**config.mk**
```make
export PLATFORM = sky130hd
export DESIGN_NAME = ulac_core
export DESIGN_NICKNAME = d
export VERILOG_FILES = /design/src/hw/ulac_pkg.sv /design/src/hw/ulac_core.sv /design/src/hw/ulac_sync.sv
export VERILOG_INCLUDE_DIRS = /design/src /design/src/hw
export SDC_FILE = /design/constraint.sdc
export NUM_CORES = 1
export LEC_CHECK = 0
export CORE_UTILIZATION = 25
export CTS_CLUSTER_SIZE = 25
export DETAILED_ROUTE_END_ITERATION = 10
export DONT_BUFFER_PORTS = 1
export PLACE_DENSITY_LB_ADDON = 0.3
export SYNTH_ARGS = -nofsm -noshare
export SYNTH_HDL_FRONTEND = slang
export SYNTH_SLANG_ARGS = --single-unit
```
**constraint.sdc**
```tcl
create_clock -name clk_i -period 5.85 [get_ports clk_i]
set_clock_uncertainty 0.1 [all_clocks]
set_input_delay 0.8775 -clock clk_i [delete_from_list [all_inputs] [get_ports clk_i]]
set_output_delay 0.8775 -clock clk_i [all_outputs]
set_load 0.01 [all_outputs]
```
**src/hw/ulac_cfg.svh**
```systemverilog
// Timing counts and code values for the line activation control block
`ifndef ULAC_CFG_SVH
`define ULAC_CFG_SVH
`define ULAC_CLK_MHZ          125
`define ULAC_PULSE_PERIOD_US  1000
`define ULAC_PULSE_CYC        (`ULAC_PULSE_PERIOD_US * `ULAC_CLK_MHZ)
`define ULAC_MIN_STAY_US      500
`define ULAC_MIN_STAY_CYC     (`ULAC_MIN_STAY_US * `ULAC_CLK_MHZ)
`define ULAC_SYNC_FRAMES      4'd8
`define ULAC_ONES_RUN         5'd16
`define ULAC_M_RUN            4'd8
`define ULAC_LOST_FRAMES      7'd64
`define ULAC_FOUND_FRAMES     3'd4
`define ULAC_HWY_OFF_FRAMES   3'd4
`define ULAC_DI_COUNT         3'd4
`define ULAC_CMD_TIM          4'h0
`define ULAC_CMD_SSP          4'h5
`define ULAC_CMD_AR           4'h8
`define ULAC_CMD_AI           4'hC
`define ULAC_CMD_RES          4'hD
`define ULAC_CMD_DI           4'hF
`define ULAC_IND_DR           4'h0
`define ULAC_IND_RSY          4'h4
`define ULAC_IND_AR           4'h8
`define ULAC_IND_ARL          4'hA
`define ULAC_IND_AI           4'hC
`define ULAC_IND_AIL          4'hE
`define ULAC_IND_DC           4'hF
`endif

```
**src/hw/ulac_pkg.sv**
```systemverilog
// Types shared by the line activation control block
`default_nettype none
package ulac_pkg;
   // Activation states, Gray coded along the usual path
   typedef enum logic [3:0] {
      ST_POWER_DOWN  = 4'h0,
      ST_START_AWAKE = 4'h1,
      ST_SYNCING     = 4'h3,
      ST_S_SYNCING   = 4'h2,
      ST_WAIT_TRANSP = 4'h6,
      ST_DATA        = 4'h7,
      ST_DEACT_REQ   = 4'h5,
      ST_DEACTIVATE  = 4'h4,
      ST_HWY_AWAKE   = 4'hC
   } ulac_state_t;
   // Line signal selection toward the exchange
   typedef enum logic [2:0] {
      TX_SILENCE = 3'h0,
      TX_AWAKE   = 3'h1,
      TX_SYNCED  = 3'h2,
      TX_DATA    = 3'h3,
      TX_PULSES  = 3'h4
   } ulac_tx_t;
endpackage
`default_nettype wire

```
**src/hw/ulac_core.sv**
```systemverilog
// Activation, deactivation and command/indicate control of the line side
`timescale 1ns/1ps
`default_nettype none
`include "ulac_cfg.svh"
module ulac_core #(
   parameter int PULSE_CYC = `ULAC_PULSE_CYC,    // 1 ms in clocks
   parameter int STAY_CYC  = `ULAC_MIN_STAY_CYC  // 0.5 ms in clocks
) (
   input  wire logic       clk_i,            // 125 MHz system clock
   input  wire logic       rst_i,            // Asynchronous reset, active high
   input  wire logic       hwy_clk_i,        // Highway bit clock from outside
   input  wire logic       hwy_frame_i,      // Highway frame sync from outside
   input  wire logic [3:0] cmd_code_i,       // Command code on the highway
   input  wire logic       upstream_data_line_i, // Upstream data line level
   input  wire logic       reset_n_i,        // Reset pin, active low
   input  wire logic       por_i,            // Power-on or undervoltage
   input  wire logic       test_select_0_i,  // Test select pin 0
   input  wire logic       test_select_1_i,  // Test select pin 1
   input  wire logic       line_frame_i,     // Line frame strobe from receiver
   input  wire logic       descr_bit_vld_i,  // Descrambler output bit valid
   input  wire logic       descr_bit_i,      // Descrambler output bit
   input  wire logic       descr_binary_i,   // Descrambler sees binary data
   input  wire logic       line_zero_i,      // Receive level is zero
   input  wire logic       m_sym_vld_i,      // Maintenance symbol valid
   input  wire logic       m_sym_plus_i,     // Symbol has plus polarity
   input  wire logic       m_sym_zero_i,     // Symbol has zero polarity
   input  wire logic       frame_word_ok_i,  // Frame word found at position
   input  wire logic       awake_ack_i,      // Exchange awake signal seen
   output logic [3:0]      ind_code_o,       // Indication code on highway
   output logic [2:0]      line_tx_o,        // Line signal selection
   output logic            single_pulse_o,   // One-cycle single line pulse
   output logic            clamp_dd_o,       // Force downstream user bits high
   output logic            hwy_clk_en_o,     // Highway clocks running
   output logic            powered_up_o      // Internal circuits powered
);
   // Synchronised highway, pin and line inputs
   logic [3:0] cmd_s;
   logic       hclk_s, hfr_s, du_s, rstn_s, por_s, ts0_s, ts1_s;
   logic       lfr_s, bv_s, bit_s, bin_s, zero_s, mv_s, mp_s, mz_s, fw_s, ack_s;
   logic [2:0] unused3;   // Spare synchroniser bits
   // Main state, read by the detectors below, and its next value
   ulac_pkg::ulac_state_t state_r, state_nxt;
   ulac_sync #(.W(24)) u_sync (
      .clk_i     (clk_i),
      .rst_i     (rst_i),
      .d_i       ({cmd_code_i, hwy_clk_i, hwy_frame_i, upstream_data_line_i,
                   reset_n_i, por_i, test_select_0_i, test_select_1_i,
                   line_frame_i, descr_bit_vld_i, descr_bit_i, descr_binary_i,
                   line_zero_i, m_sym_vld_i, m_sym_plus_i, m_sym_zero_i,
                   frame_word_ok_i, awake_ack_i, 3'h0}),
      .rst_val_i (24'h000000),
      .q_o       ({cmd_s, hclk_s, hfr_s, du_s, rstn_s, por_s, ts0_s, ts1_s,
                   lfr_s, bv_s, bit_s, bin_s, zero_s, mv_s, mp_s, mz_s,
                   fw_s, ack_s, unused3})
   );

   // Edge finders on the synchronised strobes
   logic hclk_d_r, lfr_d_r, bv_d_r, mv_d_r;
   always_ff @(posedge clk_i or posedge rst_i) begin
      if (rst_i) begin
         hclk_d_r <= 1'b0;
         lfr_d_r  <= 1'b0;
         bv_d_r   <= 1'b0;
         mv_d_r   <= 1'b0;
      end else begin
         hclk_d_r <= hclk_s;
         lfr_d_r  <= lfr_s;
         bv_d_r   <= bv_s;
         mv_d_r   <= mv_s;
      end
   end
   logic hfr_evt, lfr_evt, bit_evt, m_evt;
   // Highway frame taken on a rising highway clock edge with frame sync high
   // Frame sync is a level here: the two pins are synchronised apart, so their
   // edges need not land in the same cycle even when they move together
   assign hfr_evt = hclk_s & ~hclk_d_r & hfr_s;
   assign lfr_evt = lfr_s & ~lfr_d_r;
   assign bit_evt = bv_s & ~bv_d_r;
   assign m_evt   = mv_s & ~mv_d_r;

   // Double last look on the command code
   logic [3:0] cmd_last_r;
   logic [3:0] cmd_r;       // Accepted command
   logic       cmd_new_r;   // One-cycle pulse per accepted frame
   always_ff @(posedge clk_i or posedge rst_i) begin
      if (rst_i) begin
         cmd_last_r <= `ULAC_CMD_DI;
         cmd_r      <= `ULAC_CMD_DI;
         cmd_new_r  <= 1'b0;
      end else begin
         cmd_new_r <= 1'b0;
         if (hfr_evt) begin
            cmd_last_r <= cmd_s;
            if (cmd_s == cmd_last_r) begin
               cmd_r     <= cmd_s;
               cmd_new_r <= 1'b1;
            end
         end
      end
   end

   // Decode of the accepted command
   function automatic logic is_cmd(input logic [3:0] c, input logic [3:0] k);
      is_cmd = (c == k);
   endfunction
   logic c_res, c_ssp, c_ar, c_ai, c_di, c_tim;
   assign c_res = is_cmd(cmd_r, `ULAC_CMD_RES);
   assign c_ssp = is_cmd(cmd_r, `ULAC_CMD_SSP);
   assign c_ar  = is_cmd(cmd_r, `ULAC_CMD_AR);
   assign c_ai  = is_cmd(cmd_r, `ULAC_CMD_AI);
   assign c_di  = is_cmd(cmd_r, `ULAC_CMD_DI);
   assign c_tim = is_cmd(cmd_r, `ULAC_CMD_TIM);

   // Reset and test pin conditions
   logic pin_res, pin_ssp, ssp_any, res_any;
   assign pin_res = ~rstn_s | por_s;
   assign pin_ssp = ts0_s & ~ts1_s;
   assign ssp_any = c_ssp | pin_ssp;
   assign res_any = c_res | pin_res;

   // Exchange sync signal: binary data for 9 line frames
   logic [3:0] sync_cnt_r;
   logic       sync_det_r;
   always_ff @(posedge clk_i or posedge rst_i) begin
      if (rst_i) begin
         sync_cnt_r <= 4'h0;
         sync_det_r <= 1'b0;
      end else if (lfr_evt) begin
         if (!bin_s) begin
            sync_cnt_r <= 4'h0;
            sync_det_r <= 1'b0;
         end else if (sync_cnt_r != `ULAC_SYNC_FRAMES) begin
            sync_cnt_r <= sync_cnt_r + 4'h1;
         end else begin
            sync_det_r <= 1'b1;
         end
      end
   end

   // Transparent signal: 16 consecutive ones
   logic [4:0] ones_cnt_r;
   logic       transp_det_r;
   always_ff @(posedge clk_i or posedge rst_i) begin
      if (rst_i) begin
         ones_cnt_r   <= 5'h00;
         transp_det_r <= 1'b0;
      end else if (bit_evt) begin
         if (!bit_s) begin
            ones_cnt_r   <= 5'h00;
            transp_det_r <= 1'b0;
         end else if (ones_cnt_r + 5'h01 >= `ULAC_ONES_RUN) begin
            transp_det_r <= 1'b1;
            ones_cnt_r   <= `ULAC_ONES_RUN;
         end else begin
            ones_cnt_r <= ones_cnt_r + 5'h01;
         end
      end
   end

   // Line silence: a whole line frame at zero level
   logic frame_zero_r, silence_r;
   always_ff @(posedge clk_i or posedge rst_i) begin
      if (rst_i) begin
         frame_zero_r <= 1'b1;
         silence_r    <= 1'b0;
      end else if (lfr_evt) begin
         silence_r    <= frame_zero_r & zero_s;
         frame_zero_r <= 1'b1;
      end else if (!zero_s) begin
         frame_zero_r <= 1'b0;
      end
   end

   // Maintenance symbol runs choose the loop variants
   logic [3:0] mplus_r, mzero_r;
   logic       loop_r;
   always_ff @(posedge clk_i or posedge rst_i) begin
      if (rst_i) begin
         mplus_r <= 4'h0;
         mzero_r <= 4'h0;
         loop_r  <= 1'b0;
      end else if (state_r == ulac_pkg::ST_DEACT_REQ || state_r == ulac_pkg::ST_POWER_DOWN) begin
         loop_r  <= 1'b0; // Loop opens at deactivation
         mplus_r <= 4'h0;
         mzero_r <= 4'h0;
      end else if (m_evt) begin
         mplus_r <= mp_s ? mplus_r + {3'h0, mplus_r != `ULAC_M_RUN} : 4'h0;
         mzero_r <= mz_s ? mzero_r + {3'h0, mzero_r != `ULAC_M_RUN} : 4'h0;
         if (mp_s && mplus_r == `ULAC_M_RUN - 4'h1)
            loop_r <= 1'b1;
         if (mz_s && mzero_r == `ULAC_M_RUN - 4'h1)
            loop_r <= 1'b0;
      end
   end

   // Frame word tracking in data transmission
   logic [6:0] lost_cnt_r;
   logic [2:0] found_cnt_r;
   logic       resync_r;
   always_ff @(posedge clk_i or posedge rst_i) begin
      if (rst_i) begin
         lost_cnt_r  <= 7'h00;
         found_cnt_r <= 3'h0;
         resync_r    <= 1'b0;
      end else if (state_r != ulac_pkg::ST_DATA) begin
         lost_cnt_r  <= 7'h00;
         found_cnt_r <= 3'h0;
         resync_r    <= 1'b0;
      end else if (lfr_evt) begin
         if (fw_s) begin
            lost_cnt_r <= 7'h00;
            if (found_cnt_r == `ULAC_FOUND_FRAMES - 3'h1)
               resync_r <= 1'b0;
            else
               found_cnt_r <= found_cnt_r + 3'h1;
         end else begin
            found_cnt_r <= 3'h0;
            if (lost_cnt_r == `ULAC_LOST_FRAMES - 7'h01)
               resync_r <= 1'b1;
            else
               lost_cnt_r <= lost_cnt_r + 7'h01;
         end
      end
   end

   // Main state machine and minimum-stay timer
   logic [31:0] stay_r;
   logic        stay_done;
   assign stay_done = (stay_r == 32'h0);
   always_comb begin
      state_nxt = state_r;
      case (state_r)
         ulac_pkg::ST_POWER_DOWN:
            if (c_ar) state_nxt = ulac_pkg::ST_START_AWAKE;
            else if (!du_s) state_nxt = ulac_pkg::ST_HWY_AWAKE;
         ulac_pkg::ST_HWY_AWAKE:
            if (c_ar) state_nxt = ulac_pkg::ST_START_AWAKE;
            else if (c_di && stay_done) state_nxt = ulac_pkg::ST_POWER_DOWN;
         ulac_pkg::ST_START_AWAKE: if (ack_s) state_nxt = ulac_pkg::ST_SYNCING;
         ulac_pkg::ST_SYNCING: if (sync_det_r) state_nxt = ulac_pkg::ST_S_SYNCING;
         ulac_pkg::ST_S_SYNCING: if (c_ai) state_nxt = ulac_pkg::ST_WAIT_TRANSP;
         ulac_pkg::ST_WAIT_TRANSP: if (transp_det_r) state_nxt = ulac_pkg::ST_DATA;
         ulac_pkg::ST_DATA: state_nxt = ulac_pkg::ST_DATA;
         ulac_pkg::ST_DEACT_REQ:
            if (c_di && stay_done && !ssp_any && !res_any)
               state_nxt = ulac_pkg::ST_DEACTIVATE;
         ulac_pkg::ST_DEACTIVATE: if (stay_done) state_nxt = ulac_pkg::ST_POWER_DOWN;
         default: state_nxt = ulac_pkg::ST_DEACT_REQ;
      endcase
      if (silence_r && state_r != ulac_pkg::ST_POWER_DOWN
          && state_r != ulac_pkg::ST_HWY_AWAKE && state_r != ulac_pkg::ST_DEACT_REQ
          && state_r != ulac_pkg::ST_DEACTIVATE)
         state_nxt = ulac_pkg::ST_DEACT_REQ;
      if (res_any || ssp_any)
         state_nxt = ulac_pkg::ST_DEACT_REQ;
   end
   always_ff @(posedge clk_i or posedge rst_i) begin
      if (rst_i) begin
         state_r <= ulac_pkg::ST_DEACT_REQ;
         stay_r  <= 32'(STAY_CYC);
      end else begin
         state_r <= state_nxt;
         if (state_nxt != state_r || res_any || ssp_any)
            stay_r <= 32'(STAY_CYC);
         else if (!stay_done)
            stay_r <= stay_r - 32'h1;
      end
   end

   // Single pulse period timer
   logic [31:0] pulse_r;
   always_ff @(posedge clk_i or posedge rst_i) begin
      if (rst_i) begin
         pulse_r        <= 32'h0;
         single_pulse_o <= 1'b0;
      end else if (state_r == ulac_pkg::ST_DEACT_REQ && ssp_any) begin
         single_pulse_o <= (pulse_r == 32'h0);
         pulse_r <= (pulse_r == 32'h0) ? 32'(PULSE_CYC - 1) : pulse_r - 32'h1;
      end else begin
         pulse_r        <= 32'h0;
         single_pulse_o <= 1'b0;
      end
   end

   // Indication code, line signal and clamp
   always_ff @(posedge clk_i or posedge rst_i) begin
      if (rst_i) begin
         ind_code_o <= `ULAC_IND_DR;
         line_tx_o  <= ulac_pkg::TX_SILENCE;
         clamp_dd_o <= 1'b1;
      end else begin
         clamp_dd_o <= (state_nxt != ulac_pkg::ST_DATA);
         case (state_nxt)
            ulac_pkg::ST_START_AWAKE: begin
               ind_code_o <= `ULAC_IND_DR;
               line_tx_o  <= ulac_pkg::TX_AWAKE;
            end
            ulac_pkg::ST_SYNCING: begin
               ind_code_o <= `ULAC_IND_DR;
               line_tx_o  <= ulac_pkg::TX_AWAKE;
            end
            ulac_pkg::ST_S_SYNCING: begin
               ind_code_o <= loop_r ? `ULAC_IND_ARL : `ULAC_IND_AR;
               line_tx_o  <= ulac_pkg::TX_AWAKE;
            end
            ulac_pkg::ST_WAIT_TRANSP: begin
               ind_code_o <= loop_r ? `ULAC_IND_ARL : `ULAC_IND_AR;
               line_tx_o  <= ulac_pkg::TX_SYNCED;
            end
            ulac_pkg::ST_DATA: begin
               ind_code_o <= resync_r ? `ULAC_IND_RSY :
                             (loop_r ? `ULAC_IND_AIL : `ULAC_IND_AI);
               line_tx_o  <= ulac_pkg::TX_DATA;
            end
            ulac_pkg::ST_DEACT_REQ: begin
               ind_code_o <= `ULAC_IND_DR;
               line_tx_o  <= ssp_any ? ulac_pkg::TX_PULSES : ulac_pkg::TX_SILENCE;
            end
            ulac_pkg::ST_DEACTIVATE: begin
               ind_code_o <= `ULAC_IND_DR;
               line_tx_o  <= ulac_pkg::TX_SILENCE;
            end
            default: begin
               ind_code_o <= `ULAC_IND_DC;
               line_tx_o  <= ulac_pkg::TX_SILENCE;
            end
         endcase
      end
   end

   // Highway power-down after confirmation and clock stop after notices
   logic [2:0] dc_frm_r, di_cnt_r;
   always_ff @(posedge clk_i or posedge rst_i) begin
      if (rst_i) begin
         dc_frm_r     <= 3'h0;
         di_cnt_r     <= 3'h0;
         hwy_clk_en_o <= 1'b1;
         powered_up_o <= 1'b1;
      end else if (state_r == ulac_pkg::ST_POWER_DOWN) begin
         powered_up_o <= 1'b0;
         if (hfr_evt && dc_frm_r != `ULAC_HWY_OFF_FRAMES)
            dc_frm_r <= dc_frm_r + 3'h1;
         if (cmd_new_r && c_di && di_cnt_r != `ULAC_DI_COUNT)
            di_cnt_r <= di_cnt_r + 3'h1;
         if (di_cnt_r == `ULAC_DI_COUNT && dc_frm_r == `ULAC_HWY_OFF_FRAMES)
            hwy_clk_en_o <= 1'b0;
         if (!du_s || c_tim)
            hwy_clk_en_o <= 1'b1;
      end else begin
         dc_frm_r     <= 3'h0;
         di_cnt_r     <= 3'h0;
         hwy_clk_en_o <= 1'b1;
         powered_up_o <= (state_r != ulac_pkg::ST_HWY_AWAKE);
      end
   end

   // Checks
   rst_dr_a: assert property (@(posedge clk_i) disable iff (rst_i)
      res_any |=> ind_code_o == `ULAC_IND_DR) else $error("reset not DR");
   clamp_a: assert property (@(posedge clk_i) disable iff (rst_i)
      state_r != ulac_pkg::ST_DATA && $stable(state_r) |-> clamp_dd_o)
      else $error("user bits not clamped");
   ssp_tx_a: assert property (@(posedge clk_i) disable iff (rst_i)
      ssp_any && state_r == ulac_pkg::ST_DEACT_REQ |=> line_tx_o == ulac_pkg::TX_PULSES)
      else $error("no pulses");
   deact_stay_a: assert property (@(posedge clk_i) disable iff (rst_i)
      state_r == ulac_pkg::ST_DEACTIVATE && !stay_done |=> state_r != ulac_pkg::ST_POWER_DOWN)
      else $error("left deactivating early");
   dr_stay_a: assert property (@(posedge clk_i) disable iff (rst_i)
      state_r == ulac_pkg::ST_DEACT_REQ && !stay_done |=> state_r != ulac_pkg::ST_DEACTIVATE)
      else $error("accepted notice early");
   ar_wake_a: assert property (@(posedge clk_i) disable iff (rst_i)
      state_r == ulac_pkg::ST_POWER_DOWN && c_ar && !res_any && !ssp_any ##1 1 |=>
      line_tx_o == ulac_pkg::TX_AWAKE) else $error("no awake signal");
   cmd_acc_a: assert property (@(posedge clk_i) disable iff (rst_i)
      cmd_new_r |-> cmd_r == $past(cmd_last_r)) else $error("bad accept");
   resync_a: assert property (@(posedge clk_i) disable iff (rst_i)
      resync_r && state_r == ulac_pkg::ST_DATA && state_nxt == ulac_pkg::ST_DATA |=>
      ind_code_o == `ULAC_IND_RSY) else $error("no resync");
endmodule // ulac_core
`default_nettype wire

```
**src/hw/ulac_sync.sv**
```systemverilog
// Two flip-flop synchroniser for signals from outside the clock domain
`timescale 1ns/1ps
`default_nettype none
module ulac_sync #(
   parameter int W = 1
) (
   input  wire logic         clk_i,
   input  wire logic         rst_i,
   input  wire logic [W-1:0] d_i,
   input  wire logic [W-1:0] rst_val_i,
   output logic      [W-1:0] q_o
);
   logic [W-1:0] meta_r;  // First stage, read only by the second
   // Two stages; reset value is a constant zero
   always_ff @(posedge clk_i or posedge rst_i) begin
      if (rst_i) begin
         meta_r <= '0;
         q_o    <= '0;
      end else begin
         meta_r <= d_i;
         q_o    <= meta_r;
      end
   end
   // rst_val_i kept for callers needing a documented idle level; unused here
   logic unused_w;
   assign unused_w = ^rst_val_i;
endmodule // ulac_sync
`default_nettype wire

```
==> metrics.txt <==
Root Buffer clkbuf_16; Total Wirelength 14900 µm; top_reg_cell synth dfrtp_1; clk_lat worst skew 0.42 ns; Power, Total 3.373 mW; #FFs+latches synth 173; post-synth top area share 49.55%; Area Overhead vs Synth 12.44%; RSZ-0062 raised after global routing no; Worst Path Arrival 4.11 ns; initial antenna violation count 0; Synth async-reset ratio 100.0%; CORE AREA 0.02995 mm²; pin count of the biggest net entering global routing 102; row count 63; Netlist cell types 57; f_max 250.9 MHz; first-pass GRT wire length 25450 µm; 1st-pass router iterations 4; Final Critical Period 3.986 ns; GR Util All Layers 10.19%; non-filler instance count after layout 1129; Worst EP required 5.98 ns; number of synthesized flops with an enable pin 0; DP HPWL 9876 µm; total clock buffers created by CTS 17; maximum vdd drop 0.0002495 V; IO buf count 0; n_diodes 0; worst-case clock buffer depth 2; run status finished clean; Hold Buf Count CTS 0; most frequent cell after synthesis dfrtp_1; Final ANT Viol Nets 0; Yosys top cell by area dfrtp_1; DRC viols 0; final worst slack 1.864 ns; Post-synth top cells dfrtp_1 (152), nor2_1 (79), nand2_1 (64), nor3_1 (63), xnor2_1 (37); setup TNS 0 ns; CTS tree done; Synth Warn # 0; Fill cells 3148; Post-Syn Area 0.007676 mm²; Post-Synthesis Cells 734; Leakage 3.534 nW; Slew @ Worst Pin 1.166 ns; Slew Limit Fails 0; setup bufs post-CTS 0; total number of vias 5042; Initial Utilization 25.63%; Post-Place Setup Slack 1.765 ns; chip height 177.2 µm; Max-Slew Margin vs Limit 22.29%; WS Path Type register to register; via density per instance 4.466; syn nets 776; syn avg cell area 10.46 µm²; top cells by area, synth dfrtp_1 (50%), dfstp_2 (7.2%), xnor2_1 (4.2%); Starting DRT DRC Count 178; clock-pin slew on the worst setup and hold paths 0.06 ns; CP Launch Type register; die area 0.03141 mm²; share of layout cells above drive strength 1 8.931%; per-cell routed wire length 13.19 µm; final core utilization 28.81%; Resize count post-CTS 0; Worst Hold Class register to register; Final #Nets 769; Final Cycle Share 68.14%; Inst Count DP 1098; total congestion overflow 0; Setup Viol. Count Final 0; Top Ports 34; sequential fraction of the synthesis area 56.74%; H-tree Lvls 4; routability cong. 0.7560; Die X-Extent 177.2 µm; Worst setup EP type register; Pwr Density 390.8 mW/mm²; max_cap viols 0; clock sinks 173; vias in the first global route 5090; Crit Path Max Fanout 26; Final Hold Vio Count 0
where the power goes:
group / switching, mW / internal, mW / leakage, nW
clock network: 0.448 / 0.638 / 0.264
registers: 0.124 / 1.34 / 2.21
logic: 0.473 / 0.345 / 1.06
total: 1.04 / 2.33 / 3.53
cells by family (layout without fill, tap and decap cells):
kind of cell | count (synthesis) | count (layout) | synth area share, %
XOR/XNOR | 67 | 67 | 7.742
flip-flops | 173 | 173 | 56.74
buffers and inverters | 53 | 58 | 2.641
adder cells (fa/ha/maj) | 19 | 19 | 3.097
AO/OA/AOI/OAI | 89 | 89 | 7.303
multiplexers | 8 | 8 | 1.141
AND/OR/NAND/NOR | 325 | 325 | 21.34
final cells by class:
cell class                 count  area, µm²  share of cell area [%]
clock inverter                 7      93.84                   1.087
timing repair buffer           2      15.01                  0.1740
multi-input combinational    508       3118                   36.13
clock buffer                  24      461.7                   5.349
sequential                   173       4355                   50.46
tap                          390      488.0                   5.654
inverter                      25      98.84                   1.145
flip-flops by register name, indices dropped and copies added, names as in the netlist, 5 cells and up:
name           cells
ones_cnt_r         5
lost_cnt_r         7
stay_r            32
u_sync.meta_r     21
pulse_r           32
u_sync.q_o        21
worst paths after layout:
check	start	end	slack (ns)	depth (start not counted)
hold reg to reg	u_sync.meta_r[14]	u_sync.q_o[14]	0.24	0
min in group asynchronous	rst_i	ind_code_o[2]	0.42	1
hold / removal	u_sync.meta_r[14]	u_sync.q_o[14]	0.24	0
setup reg to reg	stay_r[8]	stay_r[1]	1.86	8
setup / recovery	stay_r[8]	stay_r[1]	1.86	8
max in group asynchronous	rst_i	cmd_r[2]	4.10	2
layer usage:
metal | GRT usage, % | part of all wire, % | vias up
met4 | 3.807 | 1.1 | 0
met1 | 13.04 | 49 | 2454
met5 | 0 | 0 | -
li1 | - | - | 2522
met2 | 16.88 | 48 | 54
met3 | 2.019 | 2.4 | 12
critical path: stages (launching register included):
cell       delay [ns]
dfrtp_1          0.43
or4_4            0.56
or3_4            0.41
nor4_1           0.62
nand2_1          0.13
a21oi_1          0.30
inv_1            0.16
a21oi_2          0.89
a2111oi_0        0.19
cells in the final DEF, fill, tap and decap left out, drive strengths merged, types with 7 or more instances in the layout:
cell and n:
o21ai 19, a21oi 34, or4 12, nand3b 8, xnor2 38, dfstp 21
clkbuf 24, xor2 29, or3 7, nor4 16, nand4 8, nor2 79
inv 25, nand3 31, nand2b 9, ha 19, nand2 64, a22oi 7
nor3 63, dfrtp 152, nor2b 8
stage by stage:
step	instance area (µm²)	hold WS (ns)
after floorplan	7676	0.2312
after global placement	8075	0.2331
after detailed placement	8075	0.2347
after CTS	8631	0.2497
after global routing	8631	0.2516
final	8631	0.2448
No activity file was read; power rests on OpenSTA's default activity.
